**src/cold_load_defs.vh**
```
`ifndef COLD_LOAD_DEFS_VH
`define COLD_LOAD_DEFS_VH
// cycle timing: 5 ms processing cycle at 100 MHz (10 ns)
`define CYCLE_TIME_NS 5000000
`define CLK_PERIOD_NS 10
`define CYCLE_CLKS (`CYCLE_TIME_NS / `CLK_PERIOD_NS)
// magnitudes and thresholds in units of 0.01 x nominal current
`define LOW_THR_RST 16'h0014
`define HIGH_THR_RST 16'h0078
`define OVER_THR_RST 16'h00C8
// reset ratio 97 percent
`define RESET_RATIO_NUM 8'h61
`define RESET_RATIO_DEN 8'h64
// timers in units of 5 ms cycles
`define START_DLY_RST 20'h007D0
`define MAX_DLY_RST 20'h01770
`define MIN_DLY_RST 20'h00008
// register byte offsets
`define REG_STATUS 12'h000
`define REG_STATE 12'h004
`define REG_IRQ_EN 12'h008
`define REG_IRQ_CLR 12'h00C
`define REG_CTRL 12'h010
`define REG_LOW_THR 12'h020
`define REG_HIGH_THR 12'h024
`define REG_OVER_THR 12'h028
`define REG_START_DLY 12'h030
`define REG_MAX_DLY 12'h034
`define REG_MIN_DLY 12'h038
// status code values
`define CODE_NORMAL 3'h0
`define CODE_LOW 3'h1
`define CODE_OVER 3'h2
`define CODE_PICKUP 3'h3
`define CODE_BLOCKED 3'h4
// event bit positions
`define EV_ACT_ON 0
`define EV_ACT_OFF 1
`define EV_BLK_ON 2
`define EV_BLK_OFF 3
`define EV_OVER_ON 4
`define EV_LOW_ON 5
`define EV_HIGH_ON 6
`define EV_COUNT 7
`endif

```
**src/cold_load_detector.v**
```verilog
`timescale 1ns/10ps
`include "cold_load_defs.vh"
// Function
// - three phase magnitudes taken, refreshed each 5 ms cycle
// - every phase compared against one shared threshold per kind
// - comparators release below 97 percent of threshold
// - low condition when all phases below low threshold, default 0.20
// - inrush condition when all phases above high threshold, default 1.20
// - any phase above overcurrent threshold drops active output at the second cycle tick (comparator tick, then state tick)
// - settings rewritable at any time while detection runs
// - blocking input sampled once at each cycle start
// - pick-up unblocked asserts active output then runs timers
// - pick-up while blocked asserts blocked output only
// - blocking after activation clears active output as release
// - read-only status code with five states
// - start timer needs low condition for set time, default 10 s
// - maximum timer from inrush start releases output, default 30 s
// - minimum timer holds output at least 0.040 s against return-to-normal release only, reclaim window
module cold_load_detector
#(
    parameter MAG_W = 16,
    parameter TMR_W = 20,
    parameter CYCLE_CLKS = `CYCLE_CLKS
)
(
    input wire mclk,
    input wire reset_n,
    input wire [MAG_W-1:0] phaseAMag,
    input wire [MAG_W-1:0] phaseBMag,
    input wire [MAG_W-1:0] phaseCMag,
    input wire blockIn,
    input wire psel,
    input wire penable,
    input wire pwrite,
    input wire [11:0] paddr,
    input wire [31:0] pwdata,
    output reg [31:0] prdata,
    output wire pready,
    output wire pslverr,
    output reg pickupActive,
    output reg pickupBlocked,
    output reg [2:0] statusCode,
    output wire irq
);
    // ------------------------------------------------------------------
    // states
    // ------------------------------------------------------------------
    localparam ST_IDLE = 4'b0001;
    localparam ST_ARMED = 4'b0010;
    localparam ST_ACTIVE = 4'b0100;
    localparam ST_BLOCKED = 4'b1000;

    reg [3:0] state_q;
    reg [31:0] div_q;
    reg tick_q;
    reg blkSample_q;
    reg inrushSeen_q;
    reg measured_q;
    reg [MAG_W-1:0] lowThr_q;
    reg [MAG_W-1:0] highThr_q;
    reg [MAG_W-1:0] overThr_q;
    reg [TMR_W-1:0] startDly_q;
    reg [TMR_W-1:0] maxDly_q;
    reg [TMR_W-1:0] minDly_q;
    reg enable_q;
    reg [`EV_COUNT-1:0] evStat_q;
    reg [`EV_COUNT-1:0] evEn_q;
    reg [`EV_COUNT-1:0] ev;
    reg [3:0] state_d;
    wire [2:0] aboveLow;
    wire [2:0] aboveHigh;
    wire [2:0] aboveOver;
    wire lowCond;
    wire inrushCond;
    wire overCond;
    wire startExp;
    wire maxExp;
    wire minExp;
    wire wrEn;
    wire rdEn;
    wire inActive;

    // ------------------------------------------------------------------
    // processing cycle time base
    // ------------------------------------------------------------------
    // cycle tick
    always @(posedge mclk or negedge reset_n)
    begin
        if (!reset_n)
        begin
            div_q <= 32'h00000000;
            tick_q <= 1'b0;
        end
        else if (div_q >= CYCLE_CLKS - 1)
        begin
            div_q <= 32'h00000000;
            tick_q <= 1'b1;
        end
        else
        begin
            div_q <= div_q + 32'h00000001;
            tick_q <= 1'b0;
        end
    end

    always @(posedge mclk or negedge reset_n)
    begin
        if (!reset_n)
            blkSample_q <= 1'b0;
        else if (tick_q)
            blkSample_q <= blockIn;
    end

    // ------------------------------------------------------------------
    // comparators
    // ------------------------------------------------------------------
    function [MAG_W-1:0] phaseMag;
        input integer idx;
        begin
            case (idx)
                0: phaseMag = phaseAMag;
                1: phaseMag = phaseBMag;
                default: phaseMag = phaseCMag;
            endcase
        end
    endfunction

    genvar g;
    generate
        for (g = 0; g < 3; g = g + 1)
        begin : ph
            hyst_compare #(.WIDTH(MAG_W)) cmpLow (
                .mclk(mclk), .reset_n(reset_n), .update(tick_q),
                .magnitude(phaseMag(g)), .threshold(lowThr_q),
                .over(aboveLow[g]));
            hyst_compare #(.WIDTH(MAG_W)) cmpHigh (
                .mclk(mclk), .reset_n(reset_n), .update(tick_q),
                .magnitude(phaseMag(g)), .threshold(highThr_q),
                .over(aboveHigh[g]));
            hyst_compare #(.WIDTH(MAG_W)) cmpOver (
                .mclk(mclk), .reset_n(reset_n), .update(tick_q),
                .magnitude(phaseMag(g)), .threshold(overThr_q),
                .over(aboveOver[g]));
        end
    endgenerate

    assign lowCond = measured_q && ~|aboveLow;
    assign inrushCond = &aboveHigh;
    assign overCond = |aboveOver;

    // ------------------------------------------------------------------
    // timers
    // ------------------------------------------------------------------
    assign inActive = (state_q == ST_ACTIVE);

    cycle_timer #(.WIDTH(TMR_W)) startTmr (
        .mclk(mclk), .reset_n(reset_n), .tick(tick_q),
        .run(state_q == ST_ARMED), .delay(startDly_q),
        .expired(startExp));
    cycle_timer #(.WIDTH(TMR_W)) maxTmr (
        .mclk(mclk), .reset_n(reset_n), .tick(tick_q),
        .run(inActive && inrushSeen_q), .delay(maxDly_q),
        .expired(maxExp));
    cycle_timer #(.WIDTH(TMR_W)) minTmr (
        .mclk(mclk), .reset_n(reset_n), .tick(tick_q),
        .run(inActive), .delay(minDly_q),
        .expired(minExp));

    // ------------------------------------------------------------------
    // detector state machine
    // ------------------------------------------------------------------
    always @*
    begin
        state_d = state_q;
        case (state_q)
            ST_IDLE:
                if (enable_q && tick_q && lowCond)
                    state_d = ST_ARMED;
            ST_ARMED:
                if (!lowCond || !enable_q)
                    state_d = ST_IDLE;
                else if (startExp && tick_q)
                begin
                    if (blkSample_q)
                        state_d = ST_BLOCKED;
                    else
                        state_d = ST_ACTIVE;
                end
            ST_ACTIVE:
                if (tick_q && (overCond || blkSample_q || maxExp ||
                    !enable_q))
                    state_d = ST_IDLE;
                else if (tick_q && minExp && !inrushCond && !lowCond)
                    state_d = ST_IDLE;
            ST_BLOCKED:
                if (tick_q && (!blkSample_q || !lowCond))
                    state_d = ST_IDLE;
            default:
                state_d = ST_IDLE;
        endcase
    end

    always @(posedge mclk or negedge reset_n)
    begin
        if (!reset_n)
        begin
            state_q <= ST_IDLE;
            inrushSeen_q <= 1'b0;
            measured_q <= 1'b0;
        end
        else
        begin
            state_q <= state_d;
            measured_q <= measured_q | tick_q;
            if (state_d != ST_ACTIVE)
                inrushSeen_q <= 1'b0;
            else if (tick_q && inrushCond)
                inrushSeen_q <= 1'b1;
        end
    end

    always @(posedge mclk or negedge reset_n)
    begin
        if (!reset_n)
        begin
            pickupActive <= 1'b0;
            pickupBlocked <= 1'b0;
            statusCode <= `CODE_NORMAL;
        end
        else
        begin
            pickupActive <= (state_d == ST_ACTIVE);
            pickupBlocked <= (state_d == ST_BLOCKED);
            if (state_d == ST_ACTIVE)
                statusCode <= `CODE_PICKUP;
            else if (state_d == ST_BLOCKED)
                statusCode <= `CODE_BLOCKED;
            else if (overCond)
                statusCode <= `CODE_OVER;
            else if (lowCond)
                statusCode <= `CODE_LOW;
            else
                statusCode <= `CODE_NORMAL;
        end
    end

    // ------------------------------------------------------------------
    // events and interrupt
    // ------------------------------------------------------------------
    always @*
    begin
        ev = {`EV_COUNT{1'b0}};
        ev[`EV_ACT_ON] = (state_d == ST_ACTIVE) && !inActive;
        ev[`EV_ACT_OFF] = inActive && (state_d != ST_ACTIVE);
        ev[`EV_BLK_ON] = (state_d == ST_BLOCKED) && (state_q != ST_BLOCKED);
        ev[`EV_BLK_OFF] = (state_q == ST_BLOCKED) && (state_d != ST_BLOCKED);
        ev[`EV_OVER_ON] = tick_q && overCond;
        ev[`EV_LOW_ON] = (state_d == ST_ARMED) && (state_q == ST_IDLE);
        ev[`EV_HIGH_ON] = inActive && tick_q && inrushCond && !inrushSeen_q;
    end

    assign irq = |(evStat_q & evEn_q);

    // ------------------------------------------------------------------
    // apb registers
    // ------------------------------------------------------------------
    assign pready = 1'b1;
    assign pslverr = 1'b0;
    assign wrEn = psel && penable && pwrite;
    assign rdEn = psel && !penable && !pwrite;

    always @(posedge mclk or negedge reset_n)
    begin
        if (!reset_n)
        begin
            lowThr_q <= `LOW_THR_RST;
            highThr_q <= `HIGH_THR_RST;
            overThr_q <= `OVER_THR_RST;
            startDly_q <= `START_DLY_RST;
            maxDly_q <= `MAX_DLY_RST;
            minDly_q <= `MIN_DLY_RST;
            enable_q <= 1'b1;
            evEn_q <= {`EV_COUNT{1'b0}};
            evStat_q <= {`EV_COUNT{1'b0}};
            prdata <= 32'h00000000;
        end
        else
        begin
            if (wrEn && paddr == `REG_IRQ_CLR)
                evStat_q <= (evStat_q & ~pwdata[`EV_COUNT-1:0]) | ev;
            else
                evStat_q <= evStat_q | ev;
            if (wrEn)
            begin
                case (paddr)
                    `REG_CTRL: enable_q <= pwdata[0];
                    `REG_IRQ_EN: evEn_q <= pwdata[`EV_COUNT-1:0];
                    `REG_LOW_THR: lowThr_q <= pwdata[MAG_W-1:0];
                    `REG_HIGH_THR: highThr_q <= pwdata[MAG_W-1:0];
                    `REG_OVER_THR: overThr_q <= pwdata[MAG_W-1:0];
                    `REG_START_DLY: startDly_q <= pwdata[TMR_W-1:0];
                    `REG_MAX_DLY: maxDly_q <= pwdata[TMR_W-1:0];
                    `REG_MIN_DLY: minDly_q <= pwdata[TMR_W-1:0];
                    default: ;
                endcase
            end
            if (rdEn)
            begin
                case (paddr)
                    `REG_STATUS: prdata <= {25'h0000000, evStat_q};
                    `REG_STATE: prdata <= {26'h0000000, pickupBlocked,
                        pickupActive, blkSample_q, statusCode};
                    `REG_IRQ_EN: prdata <= {25'h0000000, evEn_q};
                    `REG_CTRL: prdata <= {31'h00000000, enable_q};
                    `REG_LOW_THR: prdata <= {16'h0000, lowThr_q};
                    `REG_HIGH_THR: prdata <= {16'h0000, highThr_q};
                    `REG_OVER_THR: prdata <= {16'h0000, overThr_q};
                    `REG_START_DLY: prdata <= {12'h000, startDly_q};
                    `REG_MAX_DLY: prdata <= {12'h000, maxDly_q};
                    `REG_MIN_DLY: prdata <= {12'h000, minDly_q};
                    default: prdata <= 32'h00000000;
                endcase
            end
        end
    end
endmodule

```
**src/cycle_timer.v**
```verilog
`timescale 1ns/10ps
`include "cold_load_defs.vh"
// ----------------------------------------------------------------------
// delay timer counting processing cycles
// ----------------------------------------------------------------------
module cycle_timer
#(
    parameter WIDTH = 20
)
(
    input wire mclk,
    input wire reset_n,
    input wire tick,
    input wire run,
    input wire [WIDTH-1:0] delay,
    output wire expired
);
    reg [WIDTH-1:0] count_q;
    assign expired = run && (count_q >= delay);
    always @(posedge mclk or negedge reset_n)
    begin
        if (!reset_n)
            count_q <= {WIDTH{1'b0}};
        else if (!run)
            count_q <= {WIDTH{1'b0}};
        else if (tick && count_q < delay)
            count_q <= count_q + {{(WIDTH-1){1'b0}}, 1'b1};
    end
endmodule

```
**src/hyst_compare.v**
```verilog
`timescale 1ns/10ps
`include "cold_load_defs.vh"
// ----------------------------------------------------------------------
// threshold comparator with 97 percent release, per phase
// ----------------------------------------------------------------------
module hyst_compare
#(
    parameter WIDTH = 16
)
(
    input wire mclk,
    input wire reset_n,
    input wire update,
    input wire [WIDTH-1:0] magnitude,
    input wire [WIDTH-1:0] threshold,
    output reg over
);
    wire [WIDTH+7:0] magScaled;
    wire [WIDTH+7:0] relScaled;
    assign magScaled = {8'h00, magnitude} * `RESET_RATIO_DEN;
    assign relScaled = {8'h00, threshold} * `RESET_RATIO_NUM;
    always @(posedge mclk or negedge reset_n)
    begin
        if (!reset_n)
            over <= 1'b0;
        else if (update)
        begin
            if (magnitude > threshold)
                over <= 1'b1;
            else if (magScaled < relScaled)
                over <= 1'b0;
        end
    end
endmodule

```
**config.mk**
```make
export PLATFORM = sky130hd
export DESIGN_NAME = cold_load_detector
export DESIGN_NICKNAME = d
export VERILOG_FILES = /design/src/cold_load_detector.v /design/src/cycle_timer.v /design/src/hyst_compare.v
export VERILOG_INCLUDE_DIRS = /design/src
export SDC_FILE = /design/constraint.sdc
export NUM_CORES = 1
export LEC_CHECK = 0
export ABC_CLOCK_PERIOD_IN_PS = 5800
export BUFFER_PORTS_ARGS = -buffer_cell sky130_fd_sc_hd__buf_2
export CELL_PAD_IN_SITES_DETAIL_PLACEMENT = 1
export CELL_PAD_IN_SITES_GLOBAL_PLACEMENT = 1
export CORE_ASPECT_RATIO = 1.4
export CORE_MARGIN = 2
export CORE_UTILIZATION = 42
export DETAILED_ROUTE_END_ITERATION = 8
export GPL_TIMING_DRIVEN = 1
export HOLD_SLACK_MARGIN = 0.15
export PLACE_DENSITY = 0.81
export REMOVE_ABC_BUFFERS = 1
export SETUP_SLACK_MARGIN = 0.5
export SYNTH_ARGS = -nofsm -noshare
export SYNTH_HDL_FRONTEND = slang
export SYNTH_SLANG_ARGS = --single-unit
```
**constraint.sdc**
```tcl
create_clock -name mclk -period 5.8 [get_ports mclk]
set_input_delay 0.29 -clock mclk [delete_from_list [all_inputs] [get_ports mclk]]
set_output_delay 0.29 -clock mclk [all_outputs]
set_load 0.005 [all_outputs]
```
* After elaboration in Yosys (flattened, before gate mapping)
Index checks and enable logic that the tools add are counted.
** Cells by class
- $add $sub $neg :: 4
- Multiply operators :: 6
- Div/mod/pow operators :: 0
- Magnitude comparators :: 25
- Equality and inequality tests :: 23
- Shifts and indexed selects :: 0
- Mux-type cells :: 42
- Bitwise logic cells :: 6
- Reduce and logical (&&, ||, !) cells :: 77
** Operators by type and width (count)
- less-than comparator 23 bit :: 9
- one-hot mux 20 bit (10 select lines) :: 1
- > comparator 16 bit :: 9
- two-way mux 20 bit :: 6
- == test 12 x 6 -> 1 bit, second input constant :: 6
- multiplier 16 x 7 -> 23 bit, second input constant :: 3
- multiplier 16 x 5 -> 21 bit, second input constant :: 3
- adder 20 x 1 -> 20 bit, second input constant :: 3
- greater-or-equal comparator 20 bit :: 3
- less-than comparator 20 bit :: 3
- AND reduction 2 bit :: 17
- adder 32 x 1 -> 32 bit, second input constant :: 1
- greater-or-equal comparator 32 x 19 -> 1 bit, second input constant :: 1
- two-way mux 32 bit :: 1
- logical AND 1 bit :: 31
- two-way mux 4 bit :: 7
- == test 12 x 4 -> 1 bit, second input constant :: 2
- two-way mux 1 bit :: 22
- nonzero test 2 bit :: 10
- one-hot mux 4 bit (4 select lines) :: 1
- AND 7 bit :: 2
- bitwise OR 7 bit :: 2
- == test 12 x 3 -> 1 bit, second input constant :: 1
- == test 12 x 5 -> 1 bit, second input constant :: 1
- other kinds (19) :: 38
** Word-level totals
- Register bits after elaboration :: 269
- Bits in latches :: 0
- Bits in writable memories :: 0
- Bits in read-only memories :: 0
- Bits of input ports :: 98
- Output and inout bits :: 40
- Logic and storage cells :: 214
- Memories :: 0

* Depth between registers and ports, before layout
- Depth in word-level cells :: 12
- Mapped depth :: 25
- Mapped depth without buffers :: 25

* Modules after synthesis
From an unflattened synthesis, not the netlist that was laid out.
** Unflattened totals
- Cell total of the unflattened synthesis :: 5771
- Area total of the unflattened synthesis :: 51409.3 um^2
** Modules (own cells, without submodules)
- hyst_compare at ph[0].cmpHigh ... :: instances 3, cells an instance 502, area an instance 4201.5 um^2, sequential area each 25.0 um^2
- hyst_compare at ph[2].cmpHigh ... :: instances 3, cells an instance 487, area an instance 4187.8 um^2, sequential area each 25.0 um^2
- cold_load_detector :: instances 1, cells an instance 731, area an instance 8732.1 um^2, sequential area each 4735.8 um^2
- hyst_compare at ph[1].cmpLow ... :: instances 2, cells an instance 489, area an instance 4117.7 um^2, sequential area each 25.0 um^2
- cycle_timer :: instances 3, cells an instance 204, area an instance 1737.9 um^2, sequential area each 500.5 um^2
- hyst_compare at ph[0].cmpLow :: instances 1, cells an instance 483, area an instance 4060.1 um^2, sequential area each 25.0 um^2

* Least setup slack after synthesis
Ideal clock, no wire load.
- Path type :: register -> register
- Start :: register highThr_q[5]
- End :: register ph[2].cmpHigh.over
- Library setup time :: 0.124 ns
- Arrival :: 5.021 ns
- Data required time :: 5.676 ns
- Slack :: 0.655 ns
- Cell stages (with the launch flop) :: 24
- Path buffers :: 0
- Period minus slack after synthesis :: 5.145 ns
- Path through :: dfstp_2 -> ha_1 -> ha_1 -> ha_1 -> inv_1 -> fa_1 -> inv_1 -> ha_1 -> o21a_1 -> o31ai_4 -> nand2b_1 -> a21o_1 -> a21oi_1 -> o21bai_1 -> xnor2_1 -> ha_1 -> a21o_1 -> a221oi_1 -> o21ai_0 -> maj3_1 -> a2111oi_0 -> o32ai_1 -> a211oi_1 -> nor2_1
** On the way
- Word-level cells in the longest chain between the ends :: 4
- Elaborated cells between the ends (all ways) :: 6
- Those cells by class :: mul: 1; order compare: 2; mux: 1; reduce/logical: 2
** Ends and longest elaborated chain
- start, declared :: line cold_load_detector.v:60 : reg [MAG_W-1:0] highThr_q;
- start signal, assigned :: line cold_load_detector.v:277 : highThr_q <= `HIGH_THR_RST;
- start signal, assigned :: line cold_load_detector.v:299 : `REG_HIGH_THR: highThr_q <= pwdata[MAG_W-1:0];
- multiplier 16 x 7 -> 23 bit (no source line)
- less-than comparator 23 bit :: line hyst_compare.v:30 : else if (magScaled < relScaled)
- nonzero test 2 bit (no source line)
- AND reduction 2 bit (no source line)
- end signal, assigned :: line hyst_compare.v:25 : over <= 1'b0;
- end signal, assigned :: line hyst_compare.v:29 : over <= 1'b1;
- end signal, assigned :: line hyst_compare.v:31 : over <= 1'b0;
- end, declared :: line hyst_compare.v:16 : output reg over
Several ways; a longest one is shown, not always the timed one.
A chain may end at the register's enable or synchronous reset.

* Final worst setup path
- Start :: register highThr_q[8]
- End :: register ph[2].cmpHigh.over
The elaborated chain is that of the path after synthesis.

==> impl_metrics.ini <==
[run_status]
outcome = finished with violations
violations = negative setup slack

[clock_network]
cts_buffers = 27
root_buffer = clkbuf_16
clk_pin_slew_ns = 0.06
cts_max_path_buffers = 3
h-tree-depth = 1
clock_latency_ns = 0.58
cts_tree = built
clock-sinks = 257

[synth]
synthFlopType = dfrtp_1
syn-mean-instance-area_um2 = 8.94
synthMuxAreaShare_pct = 0.725
async_flop_share_pct = 100
ys_ff_latch = 257
yosysUniqueCellTypes = 86
synth_largest_area_cell = ha_1
synth_top_family_by_area = adder cells
synth_area_mm2 = 0.0290
yosys_warnings = 0
synth-adder-area-share_pct = 35.6
synth_edf_count = 0
synth_top_area_share_pct = 31.3
yosys.area_share.simple_pct = 12.2
synthTopCellsByCount = ha_1, inv_1, o21ai_0
yosysMostFrequentCell = ha_1
ys_top_cells_by_area = ha_1, dfrtp_1, inv_1
syn_inst = 3244
synth_seq_area_share_pct = 22.3
synth_xor_area_share_pct = 4.38
synth_compound_area_share_pct = 18.5

[floorplanning]
initial_core_util_pct = 42.2
ios = 138
die_x_um = 226
num_rows = 114
dieArea_mm2 = 0.0712
coreArea_mm2 = 0.0688
die_h_um = 315

[critical_path]
cp.arrival_ns = 6.38
endpoint_kind = flop
worstReg2RegStart = highThr_q[8]$_DFFE_PN0P_
required_ns = 6.26
reg2reg_to = ph[2].cmpHigh.over$_DFFE_PN0P_
rrSetupSlack_ns = -0.12
cp_max_fo = 5
r2r.worst_path.cells = 20
startpoint_type = flop
worst-setup-path-type = reg -> reg

[sta]
relSlewSlack_pct = 3.47
worst_slack_ns = -0.125
holdWs_ns = 0.330
fmax_ghz = 0.169
fin_crit_ns = 5.92
finalSetupViolCount = 3
worst_pin_slew_ns = 1.43
rsz0062_at_grt = true
final.setup_skew_ns = 0.0240
fin_crit_sh_pct = 102
hold_violations = 0
maxSlewViolCount = 0

[hold_path]
min_from = paddr[2]
min_to = evStat_q[1]$_DFF_PN0_
min_delay_path_depth = 6
hold_path.class = in -> reg

[detailed_routing]
routed_wirelength_um = 114000
wl_per_cell_um = 25.8
via_count = 27100
drc = 0
vias_per_cell = 6.14
drt_iter0_drc = 1403
ant_nets = 0
dr.pass1.iters = 5

[power]
p_leak_nw = 17.3
powerDensity_mw_per_mm2 = 198
fin_total_pwr_mw = 6.62
vdd_ir_drop_max_mv = 0.212

[grt]
grt_pass1_wl_um = 162000
grt_pass1_vias = 28800
overflow = 0
grt_max_degree = 140
grt_use_total_pct = 29.8
antenna_found_initial = 2

[finish]
syn2layout_area_growth_pct = 15.2
diodes = 0
nFillCells = 8039
fin_nets = 4335
multi_input_area_mm2 = 0.0219
regArea_mm2 = 0.00647
layout-drive-gt1-share_pct = 13.3

[place]
gp_congestion = 0.978
portBuffers = 111
place_hpwl_um = 84100

[run]
drv_cap = 0
area by class of cell:
cell class | instances | area share [%]
Inverter | 392 | 4.41
Multi-Input combinational cell | 2545 | 65.4
Clock inverter | 14 | 0.303
Timing Repair Buffer | 232 | 4.75
Sequential cell | 257 | 19.4
Tap cell | 928 | 3.48
Clock buffer | 36 | 2.27
kinds of logic (layout without fill, tap and decap cells):
group / count (synthesis) / after routing
AO/OA/AOI/OAI: 821 / 821
XOR/XNOR: 145 / 145
adder cells (fa/ha/maj): 792 / 792
buffers and inverters: 467 / 674
flip-flops: 257 / 257
multiplexers: 19 / 19
other: 2 / 27
AND/OR/NAND/NOR: 741 / 741
layout by cell type, fill, tap and decap left out, types with 23 or more instances in the layout:
cell / count
ha_1: 669
inv_1: 387
nand2_1: 237
dfrtp_1: 225
o21ai_0: 220
nor2_1: 169
a21oi_1: 150
buf_2: 110
a21o_1: 95
buf_4: 91
xnor2_1: 75
xor2_1: 65
nand4_1: 64
fa_1: 56
ha_4: 53
o21a_1: 49
nand3_1: 49
a22oi_1: 38
nor2b_1: 37
nand2b_1: 32
nor3_1: 28
conb_1: 27
clkbuf_16: 27
o21ai_1: 25
dfstp_2: 25
o21bai_1: 24
and3_1: 23
routing by layer:
metal	up-vias	GRT usage (%)	share of wire (%)
li1	12000	-	-
met1	13600	30.7	35
met5	-	0	0.030
met2	955	54.4	49
met3	506	3.90	5.9
met4	4	23.4	10
power breakdown:
part | leakage, nW | internal (mW) | switching, mW | total, mW
sequential | 3.03 | 1.80 | 0.00547 | 1.81
combinational | 13.8 | 1.23 | 1.84 | 3.07
clock | 0.423 | 0.932 | 0.807 | 1.74
total | 17.3 | 3.96 | 2.66 | 6.62
state kept, by name, summed over array words and instances, names as in the netlist, 4 cells and up:
name and cells:
startTmr.count_q 20, maxTmr.count_q 20, state_q 4, evEn_q 7, minDly_q 20, overThr_q 16, lowThr_q 16, maxDly_q 20
minTmr.count_q 20, startDly_q 20, prdata 20, highThr_q 16, div_q 32, evStat_q 7
stage by stage:
| stage | instance area [um^2] | TNS (ns) | instances | util (%) | setup slack, ns |
|---|---|---|---|---|---|
| after global routing | 33400 | -0.560 | 4404 | 48.6 | -0.283 |
| final | 33400 | -0.145 | 4404 | 48.6 | -0.125 |
| after detailed placement | 31100 | 0 | 4307 | 45.2 | 0.0863 |
| after global placement | 31100 | 0 | 4307 | 45.2 | 0.141 |
| after CTS | 32600 | 0 | 4388 | 47.4 | 0.476 |
| after floorplan | 28800 | 0 | 3194 | - | 0.655 |
how the worst max path moves through the flow:
stage | startpoint | endpoint
final | highThr_q[8]$_DFFE_PN0P_ | ph[2].cmpHigh.over$_DFFE_PN0P_
after CTS | lowThr_q[4]$_DFFE_PN1P_ | ph[2].cmpLow.over$_DFFE_PN0P_
after global routing | highThr_q[8]$_DFFE_PN0P_ | ph[2].cmpHigh.over$_DFFE_PN0P_
after detailed placement | lowThr_q[2]$_DFFE_PN1P_ | ph[2].cmpLow.over$_DFFE_PN0P_
after global placement | lowThr_q[2]$_DFFE_PN1P_ | ph[2].cmpLow.over$_DFFE_PN0P_
after floorplan | highThr_q[5]$_DFFE_PN1P_ | ph[2].cmpHigh.over$_DFFE_PN0P_
worst max-delay path, cell delays in order, from the launching register on:
cell and delay [ns]:
dfrtp_2 0.53, ha_1 0.36, ha_1 0.34, ha_1 0.19, inv_1 0.20, fa_1 0.79
inv_1 0.09, ha_1 0.41, and4_1 0.24, o21ai_0 0.09, a21oi_1 0.65, o41ai_2 0.21
o21bai_1 0.25, a21oi_2 0.14, o21bai_1 0.18, a21oi_2 0.09, xnor2_2 0.27, ha_1 0.28
or2_2 0.29, a21oi_1 0.16, nor2_1 0.05
timing repair:
| item | CTS | global route |
|---|---|---|
| setup buffers | 9 | 16 |
| endpoints found under the setup margin | 7 | 9 |
| hold buffers | 22 | 0 |
| hold endpoints to repair | 219 | 0 |
| gates resized for setup | 57 | 107 |
| pin swaps | 41 | 75 |
No activity file was read; power rests on OpenSTA's default activity.
